<file path="config.mk">
export PLATFORM = sky130hd
export DESIGN_NAME = timer_unit
export DESIGN_NICKNAME = d
export VERILOG_FILES = /design/src/timer_unit_pkg.sv /design/src/timer_channel.sv /design/src/timer_unit.sv
export VERILOG_INCLUDE_DIRS = /design/src /design/src/src
export SDC_FILE = /design/constraint.sdc
export NUM_CORES = 1
export LEC_CHECK = 0
export BUFFER_PORTS_ARGS = -buffer_cell sky130_fd_sc_hd__buf_2
export CORE_MARGIN = 1
export CORE_UTILIZATION = 35
export CTS_BUF_LIST = sky130_fd_sc_hd__clkbuf_8
export DETAILED_ROUTE_END_ITERATION = 12
export HOLD_SLACK_MARGIN = 0.02
export PLACE_DENSITY_LB_ADDON = 0.08
export SLEW_MARGIN = 20
export SYNTH_ARGS = -nofsm -noshare
export SYNTH_HDL_FRONTEND = slang
export SYNTH_SLANG_ARGS = --single-unit
</file>
<file path="constraint.sdc">
create_clock -name clk_in -period 6.3 [get_ports clk_in]
set_input_delay 1.26 -clock clk_in [delete_from_list [all_inputs] [get_ports clk_in]]
set_output_delay 1.26 -clock clk_in [all_outputs]
set_load 0.01 [all_outputs]
</file>
<file path="src/timer_unit_regs.svh">
// Register offsets, field positions, reset values and source codes.
`ifndef TIMER_UNIT_REGS_SVH
`define TIMER_UNIT_REGS_SVH

`define ADDR_W            8
`define REG_RUN           8'h00
`define REG_CTRL0         8'h04
`define REG_CTRL1         8'h08
`define REG_CTRL2         8'h0c
`define REG_RELOAD0       8'h10
`define REG_RELOAD1       8'h14
`define REG_RELOAD2       8'h18
`define REG_COUNT0        8'h1c
`define REG_COUNT1        8'h20
`define REG_COUNT2        8'h24
`define REG_CAPTURE2      8'h28
`define REG_IRQ_STATUS    8'h2c
`define REG_IRQ_CLEAR     8'h30
`define REG_IRQ_ENABLE    8'h34
`define REG_SOURCE_CODE   8'h38

`define CTRL_UNDERFLOW_IRQ_ENABLE_BIT     5
`define CTRL_UNF_BIT      8
`define CTRL_ICPF_BIT     9
`define CTRL_ICPE_LSB     6
`define CTRL_ICPIE_BIT    10
`define CTRL_SRC_LSB      0

`define COUNT_RESET       32'hffffffff
`define RELOAD_RESET      32'hffffffff

`define CODE_NONE         12'h000
`define CODE_UNDERFLOW0   12'h400
`define CODE_UNDERFLOW1   12'h420
`define CODE_UNDERFLOW2   12'h440
`define CODE_CAPTURE2     12'h460

`endif

</file>
<file path="src/timer_unit_pkg.sv">
// Types shared by the timer unit files.
package timer_unit_pkg;
  typedef enum logic [1:0] {
    SRC_PCLK,
    SRC_PRESCALED,
    SRC_EXT_PIN,
    SRC_RTC
  } count_source_e;
  typedef enum logic [1:0] {
    CAP_OFF,
    CAP_RISE,
    CAP_FALL,
    CAP_RESERVED
  } capture_mode_e;
endpackage

</file>
<file path="src/timer_channel.sv">
// One down-counting channel with auto-reload and underflow pulse.
`include "timer_unit_regs.svh"
module timer_channel #(
  parameter int WIDTH = 32
) (
  input  wire logic             clk_in,
  input  wire logic             reset_in,
  input  wire logic             run_in,
  input  wire logic             tick_in,
  input  wire logic             load_in,
  input  wire logic [WIDTH-1:0] load_value_in,
  input  wire logic [WIDTH-1:0] reload_in,
  output logic      [WIDTH-1:0] count_out,
  output logic                  underflow_out
);
  logic step;

  assign step = run_in && tick_in;

  // Counter wraps to the reload value on the step that leaves zero.
  always_ff @(posedge clk_in) begin
    if (reset_in) begin
      count_out <= `COUNT_RESET;
    end else if (load_in) begin
      count_out <= load_value_in;
    end else if (step) begin
      if (count_out == '0) begin
        count_out <= reload_in;
      end else begin
        count_out <= count_out - WIDTH'(1);
      end
    end
  end

  always_ff @(posedge clk_in) begin
    if (reset_in) begin
      underflow_out <= 1'b0;
    end else begin
      underflow_out <= step && !load_in && (count_out == '0);
    end
  end
endmodule // timer_channel

</file>
<file path="src/timer_unit.sv">
// Three-channel down-counting timer with interrupt and register access.
//
// Summary of operation
// Sources: three underflows plus channel-two capture.
// Wrap from zero sets channel underflow flag.
// Software clears a flag by writing zero.
// Request only while flag and enable set.
// Each channel has its own underflow request.
// Distinct source code shown for every request.
// Fixed priority: ch0, ch1, ch2, capture lowest.
// Writes unsynchronized; software halts channel first.
// Read during decrement returns pre-decrement value.
// RTC source: software uses special clear procedure.
// Underflow reloads constant and keeps counting.
// Pin capture copies channel-two counter value.
// Requests are levels; set beats clear.
`include "timer_unit_regs.svh"
module timer_unit #(
  parameter int WIDTH    = 32,
  parameter int PRESCALE = 4
) (
  input  wire logic                 clk_in,
  input  wire logic                 reset_in,
  input  wire logic [`ADDR_W-1:0]   addr_in,
  input  wire logic [31:0]          wdata_in,
  input  wire logic                 write_in,
  input  wire logic                 read_in,
  input  wire logic                 rtc_tick_in,
  input  wire logic                 timer_ext_pin_in,
  output logic      [31:0]          rdata_out,
  output logic                      underflow_irq_ch0_out,
  output logic                      underflow_irq_ch1_out,
  output logic                      underflow_irq_ch2_out,
  output logic                      capture_irq_ch2_out,
  output logic      [11:0]          exception_source_code_out,
  output logic                      irq_out
);
  localparam int NCH = 3;
  localparam int PW  = $clog2(PRESCALE + 1);

  // ------------------------------------------------------------------
  // Register storage
  // ------------------------------------------------------------------
  logic [NCH-1:0]   channel_run_bits;
  logic [NCH-1:0]   underflow_irq_enable;
  logic [NCH-1:0]   underflow_flag;
  logic [NCH-1:0]   underflow_pulse;
  logic [NCH-1:0]   ch_tick;
  logic [NCH-1:0]   count_load;
  logic [WIDTH-1:0] reload_constant_reg [NCH];
  logic [WIDTH-1:0] down_counter [NCH];
  timer_unit_pkg::count_source_e count_source [NCH];
  timer_unit_pkg::capture_mode_e capture_enable_bits;
  logic             capture_irq_enable;
  logic             capture_flag;
  logic [WIDTH-1:0] capture_value_reg;
  logic [3:0]       irq_status;
  logic [3:0]       irq_enable;
  logic [3:0]       irq_clear;
  logic [3:0]       irq_event;
  logic [3:0]       request;
  logic [PW-1:0]    prescale_count;
  logic             prescale_tick;
  logic             pin_meta;
  logic             pin_sync;
  logic             pin_prev;
  logic             pin_rise;
  logic             pin_fall;
  logic             capture_event;
  logic [11:0]      next_code;
  logic [31:0]      next_rdata;
  logic             wr_run;
  logic             wr_clear;
  logic             wr_enable;

  assign wr_run    = write_in && (addr_in == `REG_RUN);
  assign wr_clear  = write_in && (addr_in == `REG_IRQ_CLEAR);
  assign wr_enable = write_in && (addr_in == `REG_IRQ_ENABLE);

  // ------------------------------------------------------------------
  // Pin synchroniser and edge detection
  // ------------------------------------------------------------------
  always_ff @(posedge clk_in) begin
    if (reset_in) begin
      pin_meta <= 1'b0;
      pin_sync <= 1'b0;
      pin_prev <= 1'b0;
    end else begin
      pin_meta <= timer_ext_pin_in;
      pin_sync <= pin_meta;
      pin_prev <= pin_sync;
    end
  end

  assign pin_rise = pin_sync && !pin_prev;
  assign pin_fall = !pin_sync && pin_prev;

  // ------------------------------------------------------------------
  // Prescaler
  // ------------------------------------------------------------------
  always_ff @(posedge clk_in) begin
    if (reset_in || prescale_tick) begin
      prescale_count <= '0;
    end else begin
      prescale_count <= prescale_count + PW'(1);
    end
  end

  assign prescale_tick = (prescale_count == PW'(PRESCALE - 1));

  // ------------------------------------------------------------------
  // Channels
  // ------------------------------------------------------------------
  generate
    for (genvar i = 0; i < NCH; i++) begin : g_ch
      always_comb begin
        case (count_source[i])
          timer_unit_pkg::SRC_PCLK:      ch_tick[i] = 1'b1;
          timer_unit_pkg::SRC_PRESCALED: ch_tick[i] = prescale_tick;
          timer_unit_pkg::SRC_EXT_PIN:   ch_tick[i] = pin_rise;
          timer_unit_pkg::SRC_RTC:       ch_tick[i] = rtc_tick_in;
          default:                       ch_tick[i] = 1'b0;
        endcase
      end

      // No guard against a running channel: software halts it first.
      assign count_load[i] = write_in &&
                             (addr_in == `REG_COUNT0 + 8'(4 * i));

      always_ff @(posedge clk_in) begin
        if (reset_in) begin
          reload_constant_reg[i] <= `RELOAD_RESET;
          count_source[i]        <= timer_unit_pkg::SRC_PCLK;
        end else if (write_in && addr_in == `REG_RELOAD0 + 8'(4 * i)) begin
          reload_constant_reg[i] <= wdata_in[WIDTH-1:0];
        end else if (write_in && addr_in == `REG_CTRL0 + 8'(4 * i)) begin
          count_source[i] <= timer_unit_pkg::count_source_e'(
                               wdata_in[`CTRL_SRC_LSB +: 2]);
        end
      end

      timer_channel #(
        .WIDTH (WIDTH)
      ) u_channel (
        .clk_in        (clk_in),
        .reset_in      (reset_in),
        .run_in        (channel_run_bits[i]),
        .tick_in       (ch_tick[i]),
        .load_in       (count_load[i]),
        .load_value_in (wdata_in[WIDTH-1:0]),
        .reload_in     (reload_constant_reg[i]),
        .count_out     (down_counter[i]),
        .underflow_out (underflow_pulse[i])
      );

      // Set wins over a clear in the same cycle.
      always_ff @(posedge clk_in) begin
        if (reset_in) begin
          underflow_flag[i] <= 1'b0;
        end else if (irq_event[i]) begin
          underflow_flag[i] <= 1'b1;
        end else if ((write_in &&
                      addr_in == `REG_CTRL0 + 8'(4 * i) &&
                      !wdata_in[`CTRL_UNF_BIT]) ||
                     irq_clear[i]) begin
          underflow_flag[i] <= 1'b0;
        end
      end

      always_ff @(posedge clk_in) begin
        if (reset_in) begin
          underflow_irq_enable[i] <= 1'b0;
        end else if (write_in && addr_in == `REG_CTRL0 + 8'(4 * i)) begin
          underflow_irq_enable[i] <= wdata_in[`CTRL_UNDERFLOW_IRQ_ENABLE_BIT];
        end else if (wr_enable) begin
          underflow_irq_enable[i] <= wdata_in[i];
        end
      end
    end
  endgenerate

  always_ff @(posedge clk_in) begin
    if (reset_in) begin
      channel_run_bits <= '0;
    end else if (wr_run) begin
      channel_run_bits <= wdata_in[NCH-1:0];
    end
  end

  // ------------------------------------------------------------------
  // Channel-two input capture
  // ------------------------------------------------------------------
  always_comb begin
    case (capture_enable_bits)
      timer_unit_pkg::CAP_RISE: capture_event = pin_rise;
      timer_unit_pkg::CAP_FALL: capture_event = pin_fall;
      default:                  capture_event = 1'b0;
    endcase
  end

  always_ff @(posedge clk_in) begin
    if (reset_in) begin
      capture_enable_bits <= timer_unit_pkg::CAP_OFF;
      capture_irq_enable  <= 1'b0;
    end else if (write_in && addr_in == `REG_CTRL2) begin
      capture_enable_bits <= timer_unit_pkg::capture_mode_e'(
                               wdata_in[`CTRL_ICPE_LSB +: 2]);
      capture_irq_enable  <= wdata_in[`CTRL_ICPIE_BIT];
    end else if (wr_enable) begin
      capture_irq_enable  <= wdata_in[3];
    end
  end

  always_ff @(posedge clk_in) begin
    if (reset_in) begin
      capture_value_reg <= '0;
    end else if (capture_event) begin
      capture_value_reg <= down_counter[2];
    end
  end

  always_ff @(posedge clk_in) begin
    if (reset_in) begin
      capture_flag <= 1'b0;
    end else if (irq_event[3]) begin
      capture_flag <= 1'b1;
    end else if ((write_in && addr_in == `REG_CTRL2 &&
                  !wdata_in[`CTRL_ICPF_BIT]) ||
                 irq_clear[3]) begin
      capture_flag <= 1'b0;
    end
  end

  // ------------------------------------------------------------------
  // Interrupt requests, priority and source code
  // ------------------------------------------------------------------
  assign irq_status = {capture_flag, underflow_flag};
  assign irq_enable = {capture_irq_enable, underflow_irq_enable};
  assign irq_clear  = wr_clear ? wdata_in[3:0] : 4'h0;
  assign irq_event  = {capture_event, underflow_pulse};
  assign request    = irq_status & irq_enable;

  assign underflow_irq_ch0_out = request[0];
  assign underflow_irq_ch1_out = request[1];
  assign underflow_irq_ch2_out = request[2];
  assign capture_irq_ch2_out   = request[3];
  assign irq_out               = |request;

  always_comb begin
    if (request[0]) begin
      next_code = `CODE_UNDERFLOW0;
    end else if (request[1]) begin
      next_code = `CODE_UNDERFLOW1;
    end else if (request[2]) begin
      next_code = `CODE_UNDERFLOW2;
    end else if (request[3]) begin
      next_code = `CODE_CAPTURE2;
    end else begin
      next_code = `CODE_NONE;
    end
  end

  always_ff @(posedge clk_in) begin
    if (reset_in) begin
      exception_source_code_out <= `CODE_NONE;
    end else begin
      exception_source_code_out <= next_code;
    end
  end

  // ------------------------------------------------------------------
  // Read path
  // ------------------------------------------------------------------
  // Counter value is sampled before this edge's decrement lands.
  always_comb begin
    next_rdata = 32'h0;
    case (addr_in)
      `REG_RUN:        next_rdata[NCH-1:0] = channel_run_bits;
      `REG_CTRL0, `REG_CTRL1, `REG_CTRL2: begin
        for (int k = 0; k < NCH; k++) begin
          if (addr_in == `REG_CTRL0 + 8'(4 * k)) begin
            next_rdata[`CTRL_SRC_LSB +: 2] = count_source[k];
            next_rdata[`CTRL_UNDERFLOW_IRQ_ENABLE_BIT]     = underflow_irq_enable[k];
            next_rdata[`CTRL_UNF_BIT]      = underflow_flag[k];
          end
        end
        if (addr_in == `REG_CTRL2) begin
          next_rdata[`CTRL_ICPE_LSB +: 2]  = capture_enable_bits;
          next_rdata[`CTRL_ICPIE_BIT]      = capture_irq_enable;
          next_rdata[`CTRL_ICPF_BIT]       = capture_flag;
        end
      end
      `REG_RELOAD0:    next_rdata = 32'(reload_constant_reg[0]);
      `REG_RELOAD1:    next_rdata = 32'(reload_constant_reg[1]);
      `REG_RELOAD2:    next_rdata = 32'(reload_constant_reg[2]);
      `REG_COUNT0:     next_rdata = 32'(down_counter[0]);
      `REG_COUNT1:     next_rdata = 32'(down_counter[1]);
      `REG_COUNT2:     next_rdata = 32'(down_counter[2]);
      `REG_CAPTURE2:   next_rdata = 32'(capture_value_reg);
      `REG_IRQ_STATUS: next_rdata[3:0] = irq_status;
      `REG_IRQ_ENABLE: next_rdata[3:0] = irq_enable;
      `REG_SOURCE_CODE: next_rdata[11:0] = exception_source_code_out;
      default:         next_rdata = 32'h0;
    endcase
  end

  always_ff @(posedge clk_in) begin
    if (reset_in) begin
      rdata_out <= 32'h0;
    end else if (read_in) begin
      rdata_out <= next_rdata;
    end else begin
      rdata_out <= 32'h0;
    end
  end
endmodule // timer_unit

</file>
* Word-level counts from Yosys, hierarchy flattened *
Memories as Yosys holds them, arrays and structs flattened.
Index checks and enable logic that the tools add are counted.

cells by class
  bitwise gates (word level) = 8
  multiplexer cells = 81
  reductions and logical operators = 62
  equality and inequality tests = 26
  add/sub/neg operators = 4

operators with widths
  cell                                                  count
  two-way mux 32 bit                                    12
  case mux 20 bit (7 select lines)                      1
  zero test 32 bit                                      3
  subtractor 32 x 1 -> 32 bit (second input constant)   3
  equality test 8 x 6 -> 1 bit (second input constant)  7
  case mux 6 bit (9 select lines)                       1
  two-way mux 1 bit                                     45
  two-way mux 11 bit                                    4
  equality test 8 x 5 -> 1 bit (second input constant)  4
  logical AND 1 bit                                     27
  case mux 2 bit (12 select lines)                      1
  nonzero test 2 bit                                    10
  equality test 8 x 4 -> 1 bit (second input constant)  2
  two-way mux 2 bit                                     8
  case mux 1 bit (8 select lines)                       2
  equality test 2 bit (second input constant)           7
  case mux 1 bit (4 select lines)                       3
  case mux 1 bit (11 select lines)                      1
  case mux 1 bit (10 select lines)                      1
  equality test 2 x 1 -> 1 bit (second input constant)  4
  equality test 8 x 3 -> 1 bit (second input constant)  1
  zero test 8 bit                                       1
  OR reduction 4 bit                                    2
  zero test 1 bit                                       7
  other kinds (11)                                      24

storage, ports and cells
  bits in writable memories = 102
  memories kept = 2
  input bits = 46
  flip-flop bits (word level) = 194
  output and inout bits = 49

memories
  memory               depth  width  read ports  clocked after memory_dff  write ports  line              source
  reload_constant_reg  3      32     3           0                         3            timer_unit.sv:50  logic [WIDTH-1:0] reload_constant_reg [NCH];
  count_source         3      2      3           0                         3            timer_unit.sv:52  timer_unit_pkg::count_source_e count_source [NCH];

* Logic depth before layout (Yosys ltp) *
Gate-level depths: netlist of run 1.

  word-level depth = 7
  gate-level depth with buffers = 9
  depth with buffers taken out = 7

* Hierarchy *
A second synthesis of run 1 with hierarchy kept.

unflattened totals
  cells, all modules = 1887
  area total of the unflattened synthesis = 16900.0 um^2

modules (own cells, without submodules)
  module                                  area an instance (um^2)  times used  seq. area each (um^2)  cells each
  timer_unit                              9148.8                   1           4784.6                 870
  timer_channel at g_ch[0].u_channel ...  2597.5                   2           660.6                  334
  timer_channel at g_ch[2].u_channel      2556.2                   1           660.6                  349

* Least setup slack after synthesis of run 1 *
No wires, ideal clock.

  path kind = input -> register
  start point = input addr_in[3]
  end point = memory reload_constant_reg[2][0] (enable)
  buffers on the path = 3
  cell stages on the path = 6
  arrival time = 3.618 ns
  data required time = 5.912 ns
  setup slack = 2.294 ns
  cells stage by stage = clkbuf_1 nor4b_1 and2_1 buf_2 buf_1 a21o_1

RTL lines
  item                line              source
  start: declaration  timer_unit.sv:24  input wire logic [`ADDR_W-1:0] addr_in,
  end: declaration    timer_unit.sv:50

==> results of run 1 <==
-- cell families (layout without fill, tap and decap cells) --
| logic type | count (synthesis) | after routing |
|---|---|---|
| buffers and inverters | 172 | 243 |
| multiplexers | 68 | 68 |
| flip-flops | 287 | 287 |
| XOR/XNOR | 61 | 61 |
| AO/OA/AOI/OAI | 421 | 421 |
| adder cells (fa/ha/maj) | 10 | 10 |
| AND/OR/NAND/NOR | 509 | 509 |
| other | 1 | 10 |
-- synth_stat cells (10+ instances only) --
library cell  count
or4_1            11
or3_1            11
a221o_1          70
nor3_1           47
xor2_1           24
clkbuf_1        123
and3_1           10
nor2_1          114
nor4_1           35
inv_1            21
o31a_1           10
nor2b_1          11
mux2i_1          66
a21oi_1          20
a221oi_1         64
xnor2_1          37
a22oi_1          62
dfxtp_1         185
ha_1             10
nand2b_1         17
o31ai_1          16
nand3_1          51
or2_2           103
buf_4            10
a222oi_1         31
nand2_1          43
a31oi_1          30
o21ai_0          49
nand4_1          10
edfxtp_1        102
o211ai_1         17
-- per-stage QoR --
stage | setup WS, ps | hold WS (ps) | instances
after floorplan | 2290 | 408 | 1537
after global placement | 1920 | 419 | 2045
after detailed placement | 1910 | 425 | 2045
after CTS | 2600 | 433 | 2147
after global routing | 2320 | 443 | 2147
final | 2550 | 427 | 2148
-- power groups by stage --
stage | clock [mW] | combinational, mW | sequential [mW]
floorplan | 0 | 0.0745 | 2.01
global placement | 0 | 0.149 | 2.04
detailed placement | 0 | 0.149 | 2.04
CTS | 1.91 | 0.149 | 2.00
global route | 1.98 | 0.162 | 2.00
finish | 1.86 | 0.152 | 2.00
-- worst min-delay path by stage --
| stage | to | depth (start not counted) |
|---|---|---|
| after CTS | prescale_count[0] | 1 |
| after detailed placement | prescale_count[0] | 1 |
| after global placement | prescale_count[0] | 1 |
| final | prescale_count[0] | 1 |
| after floorplan | prescale_count[0] | 1 |
| after global routing | prescale_count[0] | 1 |
-- layer usage --
metal | global-route usage [%] | wire length (um)
met1 | 42.0 | 28500
met2 | 36.5 | 23800
met3 | 7.11 | 6040
met4 | 6.82 | 1090
met5 | 0 | 0
-- cell type report --
| cell class | instances | area (um^2) |
|---|---|---|
| antenna | 1 | 2.50 |
| clock buffer | 62 | 853 |
| clock inverter | 40 | 231 |
| fill | 4220 | 25200 |
| inverter | 21 | 78.8 |
| multi-input combinational | 1078 | 7590 |
| sequential | 287 | 6770 |
| tap | 539 | 674 |
| timing repair buffer | 120 | 694 |
==> flow_summary.json, run 1 <==
{
  "fin_crit_sh_pct": 59.5,
  "core_um2": 42000,
  "clock-sinks": 287,
  "arrival_ps": 4120,
  "synth.area.mux_share_pct": 4.57,
  "drt-initial-drc-count": 1400,
  "grtUsageTotal_pct": 27.2,
  "clk_latency_ps": 670,
  "io_pins": 95,
  "critical_path_class": "in -> reg",
  "start_util_pct": 35.6,
  "tightest_slew_ps": 1140,
  "finalHoldViolations": 0,
  "via_per_inst": 6.15,
  "leakagePower_nw": 5.69,
  "holdCritStartpoint": "prescale_count[0]",
  "layout_common_cells": "dfxtp_1, nor2_1, or2_2, edfxtp_1, buf_2",
  "cp.required_ps": 6670,
  "ys_ff_latch": 287,
  "powerDensity_nw_per_um2": 238,
  "final_common_cell": "dfxtp_1",
  "synthCells": 1529,
  "final-setup-viol-count": 0,
  "cp_max_fo": 32,
  "r2r-end": "g_ch[0].u_channel.count_out[28]",
  "worst-path-buf-inv": 2,
  "crit_path_frequent_cell": "nand2_1",
  "htree_levels": 2,
  "max_cap_violations": 0,
  "pwr-share-comb_pct": 3.8,
  "post-route-min-period_ps": 3750,
  "yosys_warnings": 0,
  "grt-ovfl-total": 0,
  "outcome": "completed",
  "cts_hold_buf": 0,
  "dieHeight_um": 209,
  "p_seq_share_pct": 49.9,
  "place_area_um2": 15800,
  "final-max-slew-violation-count": 0,
  "power_mw": 4.01,
  "yosys.area.top_type": "dfxtp_1",
  "post_drt_wl_per_cell_um": 27.7,
  "dp_hpwl_mm": 41.5,
  "clk_pin_slew_ps": 60,
  "rsz0062_at_grt": "false",
  "synth_edf_count": 102,
  "synth_simple_gate_area_share_pct": 18.8,
  "wl_mm": 59.5,
  "ys_top_cells_by_area": "dfxtp_1, edfxtp_1, a221o_1",
  "cp-startpoint": "addr_in[2]",
  "p_switching_mw": 1.04,
  "reg2reg_slack_ps": 2780,
  "synth_area_um2": 15000,
  "cp_num_cells": 7,
  "cts_buffers": 54,
  "grt_pass1_vias": 12400,
  "fin_setup_tns_ps": 0,
  "firstDrtPassIters": 7,
  "fmax_mhz": 267,
  "p_int_mw": 2.98,
  "yosysUniqueCellTypes": 73,
  "drtAntennaViolNets": 0,
  "slew_headroom_pct": 23.2,
  "syn_avg_cell_area_um2": 9.78,
  "utilization_pct": 40.2,
  "crit_slowest_cell": "nand2_1",
  "synthToLayoutAreaGrowth_pct": 13.0,
  "ff2ff_path_depth": 5,
  "synth_top_family_by_area": "compound AO/OA/AOI/OAI gates",
  "synth_fa_ha_area_share_pct": 0.837,
  "critPathLaunchType": "primary input",
  "tritoncts": "built",
  "die_w_um": 209,
  "async_reset_ff_share_pct": 0,
  "cts_root_buffer": "clkbuf_8",
  "via_count": 13200,
  "grt_start_max_net_pins": 94,
  "max-clock-path-buffers": 3,
  "antenna_found_initial": 3,
  "grt_pass1_wl_mm": 87.3,
  "clockPowerShare_pct": 46.4,
  "place_congestion": 0.907,
  "post_cts_buffers": 0,
  "finish.instance_area_um2": 16900,
  "crit_family": "simple AND/OR/NAND/NOR gates",
  "yosysSeqAreaShare_pct": 45.3,
  "end_kind": "flop",
  "post_cts_resize_count": 0,
  "synth_compound_area_share_pct": 22.3,
  "route.detailed.drc": 0,
  "synth_top_area_share_pct": 24.8,
  "netSwitchingFraction_pct": 25.8,
  "row_count": 75,
  "dieArea_um2": 43600,
  "drive_gt1_share_pct": 20.6,
  "synth_xor_area_share_pct": 3.57,
  "hold_path.class": "reg -> reg",
  "r2r-start": "count_source[0][0]",
  "synthFlopType": "dfxtp_1",
  "path_cells": "buf_2 > nor2b_1 > nand2_1 > nor2_2 > buf_4 > nand2_1 > or2_2",
  "fin_worst_skew_ps": 47.9,
  "ir_worst_vdd_v": 0.000134,
  "portBuffers": 85,
  "cpPeakStageDelay_ps": 700,
  "crit_path_end": "reload_constant_reg[1][26]",
  "fin_nets": 1618
}
(Power assumes the default switching activity.)
==> inputs of run 2 (changes only) <==
Clock period 6.3 ns to 3.2 ns, I/O delays scaled along.
==> run 2 against run 1 <==
  * Combinational power rose by 110%
  * Total power rose by 98%
  * Critical path depth fell by 2
  * Sequential cell count did not move
  * Register-to-register slack got worse by 2400 ps
  * Setup slack got worse by 2200 ps
  * Critical path type is now reg -> reg
==> flow_summary.json, run 2 (synthesized netlist as in run 1, its figures left out) <==
{
  "grt_start_max_net_pins": 80,
  "tightest_slew_ps": 1070,
  "drive_gt1_share_pct": 23.1,
  "placed_cells": 2102,
  "row_count": 75,
  "powerDensity_nw_per_um2": 455,
  "finalHoldViolations": 0,
  "worst-path-buf-inv": 0,
  "route.detailed.drc": 0,
  "grt_pass1_vias": 13000,
  "die_w_um": 209,
  "cp.required_ps": 3770,
  "finish.instance_area_um2": 17400,
  "ir_worst_vdd_v": 0.000200,
  "fill_cells": 4160,
  "fmax_mhz": 354,
  "final-max-slew-violation-count": 0,
  "multiInputGateArea_um2": 7580,
  "end_kind": "flop",
  "place_area_um2": 16300,
  "post_drt_wl_per_cell_um": 27.6,
  "n_antenna_cell": 0,
  "wl_mm": 60.9,
  "start_util_pct": 35.6,
  "via_per_inst": 6.20,
  "rsz0062_at_grt": "false",
  "firstDrtPassIters": 8,
  "grt-ovfl-total": 0,
  "synthToLayoutAreaGrowth_pct": 16.5,
  "post_cts_resize_count": 0,
  "dieHeight_um": 209,
  "drtAntennaViolNets": 0,
  "fin_crit_sh_pct": 88.4,
  "place_congestion": 0.929,
  "seqCellArea_um2": 6770,
  "grt_pass1_wl_mm": 89.3,
  "cpPeakStageDelay_ps": 600,
  "crit_family": "simple AND/OR/NAND/NOR gates",
  "outcome": "completed",
  "cp_max_fo": 8,
  "antenna_found_initial": 2,
  "max-clock-path-buffers": 3,
  "critical_path_class": "reg -> reg",
  "cts_buffers": 54,
  "clk_latency_ps": 650,
  "clk_pin_slew_ps": 60,
  "leakagePower_nw": 6.00,
  "fin_nets": 1675,
  "clock-sinks": 287,
  "hold_path.class": "in -> reg",
  "post_cts_buffers": 0,
  "io_pins": 95,
  "slew_headroom_pct": 28.4,
  "htree_levels": 2,
  "cts_hold_buf": 0,
  "whs_ps": 232,
  "final_common_cell": "dfxtp_1",
  "core_um2": 42000,
  "grtUsageTotal_pct": 27.5,
  "arrival_ps": 3400,
  "crit_slowest_cell": "a311oi_1",
  "portBuffers": 85,
  "via_count": 13700,
  "dieArea_um2": 43600,
  "final_cells": 2203,
  "layout_common_cells": "dfxtp_1, nor2_1, or2_2, edfxtp_1",
  "fin_worst_skew_ps": 33.0,
  "tritoncts": "built",
  "cts_root_buffer": "clkbuf_8",
  "critPathLaunchType": "flop",
  "power_mw": 7.93,
  "post-route-min-period_ps": 2830,
  "final-setup-viol-count": 0,
  "dp_hpwl_mm": 43.6,
  "max_cap_violations": 0,
  "drt-initial-drc-count": 1827,
  "path_cells": "or3b_2 > a311oi_1 > nand2b_1 > nor2_1 > a221o_1",
  "fin_setup_tns_ps": 0
}
[run 2: final cells by class]
cell class | instances | share of cell area (%)
Timing Repair Buffer | 177 | 7.02
Clock inverter | 36 | 1.14
Tap cell | 539 | 3.87
Sequential cell | 287 | 38.9
Multi-Input combinational cell | 1078 | 43.5
Clock buffer | 65 | 5.14
Inverter | 21 | 0.453
[run 2: final timing paths]
path	start	to	slack [ps]	depth (start not counted)
worst min register to register	prescale_count[0]	prescale_count[0]	430	1
worst max-delay path	count_source[1][0]	g_ch[1].u_channel.count_out[10]	370	5
worst min-delay path	timer_ext_pin_in	pin_meta	230	2
worst max register to register	count_source[1][0]	g_ch[1].u_channel.count_out[10]	370	5
[run 2: layer usage]
layer	track usage (%)	vias up	share of wire (%)
met4	6.64	2	2.0
met3	5.53	84	8.8
li1	-	6111	-
met2	38.6	634	41
met1	42.5	6825	48
met5	0	-	0.016
[run 2: metrics by stage]
step	util, %	setup WS, ps
after floorplan	-	74.3
after global placement	38.8	353
after detailed placement	38.8	354
after CTS	41.4	379
after global routing	41.4	163
final	41.4	372
[run 2: power by group]
part           total (mW)  internal (mW)  leakage, nW  switching (mW)
Sequential           3.94           3.85         2.52          0.0911
Combinational       0.320         0.0865         2.85           0.233
Clock                3.67           1.99        0.629            1.67
==> inputs of run 3 (changes only) <==
Settings changed: CORE_UTILIZATION 35 to 30.
==> run 3 against run 2 <==
  * Clock-buffer cell count is 5 higher
  * Sequential power about the same
  * Cell count grew 5.8%
  * Die area is 16% higher
  * Sequential cell count unchanged
  * Global-route usage decreased by 3.1 points
  * Total power rose by 3.3%
  * Hold slack worse by 8.8 ps
  * Register-to-register slack lost 260 ps
  * Critical path type unchanged
  * Critical endpoint is now g_ch[1].u_channel.count_out[0]
  * Largest power group unchanged
==> flow_summary.json, run 3 (synthesized netlist as in run 1, its figures left out) <==
{
  "final_cells": 2330,
  "via_per_inst": 5.88,
  "htree_levels": 2,
  "powerDensity_nw_per_um2": 462,
  "wl_mm": 62.3,
  "via_count": 13700,
  "place_area_um2": 16500,
  "worst_hold_path.endpoint": "pin_meta",
  "worst-path-buf-inv": 0,
  "hold_path.class": "in -> reg",
  "layout_common_cells": "dfxtp_1, nor2_1, or2_2, edfxtp_1, buf_2",
  "die_w_um": 225,
  "fin_nets": 1672,
  "cpPeakStageDelay_ps": 790,
  "drt-initial-drc-count": 1559,
  "cts_root_buffer": "clkbuf_8",
  "rsz0062_at_grt": "false",
  "final-max-slew-violation-count": 0,
  "critPathLaunchType": "flop",
  "netSwitchingFraction_pct": 25.0,
  "fin_setup_tns_ps": 0,
  "final-setup-viol-count": 0,
  "fmax_mhz": 324,
  "leakagePower_nw": 6.04,
  "cts_buffers": 54,
  "final_common_cell": "dfxtp_1",
  "p_switching_mw": 2.05,
  "tritoncts": "built",
  "critical_path_class": "reg -> reg",
  "finish.instance_area_um2": 17700,
  "reg2reg_slack_ps": 110,
  "p_int_mw": 6.14,
  "crit_family": "simple AND/OR/NAND/NOR gates",
  "end_kind": "flop",
  "fin_worst_skew_ps": 24.0,
  "firstDrtPassIters": 8,
  "post_drt_wl_per_cell_um": 26.8,
  "grt_start_max_net_pins": 66,
  "synthToLayoutAreaGrowth_pct": 18.5,
  "pwr-share-comb_pct": 4.0,
  "place_congestion": 0.927,
  "path_cells": "or3b_2 > a311oi_1 > nand2b_1 > nor2_1 > a221o_1",
  "max_cap_violations": 0,
  "cp-startpoint": "count_source[1][0]",
  "clock-sinks": 287,
  "grt_pass1_wl_mm": 91.0,
  "p_seq_share_pct": 48.1,
  "ff2ff_path_depth": 5,
  "power_mw": 8.19,
  "holdCritStartpoint": "timer_ext_pin_in",
  "hold_depth": 2,
  "placed_cells": 2224,
  "start_util_pct": 30.5,
  "finalHoldViolations": 0,
  "ir_worst_vdd_v": 0.000242,
  "dieArea_um2": 50700,
  "core_um2": 49100,
  "crit_slowest_cell": "a311oi_1",
  "tightest_slew_ps": 950,
  "r2r-start": "count_source[1][0]",
  "dp_hpwl_mm": 44.6,
  "post-route-min-period_ps": 3090,
  "grtUsageTotal_pct": 24.5,
  "r2r-end": "g_ch[1].u_channel.count_out[0]",
  "antenna_found_initial": 2,
  "drive_gt1_share_pct": 23.5,
  "row_count": 81,
  "cts_hold_buf": 0,
  "slew_headroom_pct": 36.6,
  "portBuffers": 85,
  "drtAntennaViolNets": 0,
  "cp_max_fo": 8,
  "post_cts_buffers": 0,
  "clockPowerShare_pct": 47.9,
  "clk_latency_ps": 650,
  "cp.required_ps": 3790,
  "outcome": "completed",
  "route.detailed.drc": 0,
  "io_pins": 95,
  "dieHeight_um": 225,
  "grt_pass1_vias": 13100,
  "clk_pin_slew_ps": 60,
  "post_cts_resize_count": 0,
  "max-clock-path-buffers": 3,
  "utilization_pct": 36.1,
  "fin_crit_sh_pct": 96.6,
  "grt-ovfl-total": 0,
  "arrival_ps": 3680
}
[run 3: worst max path at each step]
stage / end / slack, ps / depth (start not counted)
6_report: g_ch[1].u_channel.count_out[0] / 110 / 5
5_1_grt: g_ch[1].u_channel.count_out[0] / 0.9 / 5
4_1_cts: g_ch[1].u_channel.count_out[0] / 200 / 5
3_5_place_dp: g_ch[1].u_channel.count_out[0] / 230 / 5
3_3_place_gp: g_ch[1].u_channel.count_out[0] / 270 / 5
2_1_floorplan: reload_constant_reg[2][0] / 70 / 6
[run 3: final cells by class]
| class | instances | area, um^2 |
|---|---|---|
| fillers | 5078 | 31300 |
| inverters | 21 | 78.8 |
| clock inverters | 32 | 219 |
| clock buffers | 70 | 963 |
| diodes | 4 | 10.0 |
| flip-flops and latches | 287 | 6770 |
| multi-input cells | 1078 | 7580 |
| well taps | 664 | 831 |
| repair buffers | 174 | 1260 |
[run 3: through the flow]
step,hold slack [ps],worst slack (ps)
6_report,223,109
5_1_grt,197,0.921
4_1_cts,173,202
3_5_place_dp,427,232
3_3_place_gp,418,268
2_1_floorplan,408,74.3
[run 3: routing by layer]
layer	part of all wire, %	routed length (um)	track usage, %
met5	0	0	0
met4	1.7	1030	5.53
met3	8.2	5080	4.84
met2	41	25700	34.8
met1	49	30500	37.4
[run 3: power by group through the flow]
| stage | Combinational, mW | Clock, mW | Sequential (mW) |
|---|---|---|---|
| floorplan | 0.147 | 0 | 3.96 |
| CTS | 0.320 | 4.02 | 3.94 |
| global route | 0.340 | 4.17 | 3.95 |
| finish | 0.325 | 3.92 | 3.94 |
| global placement | 0.319 | 0 | 4.02 |
| detailed placement | 0.319 | 0 | 4.01 |
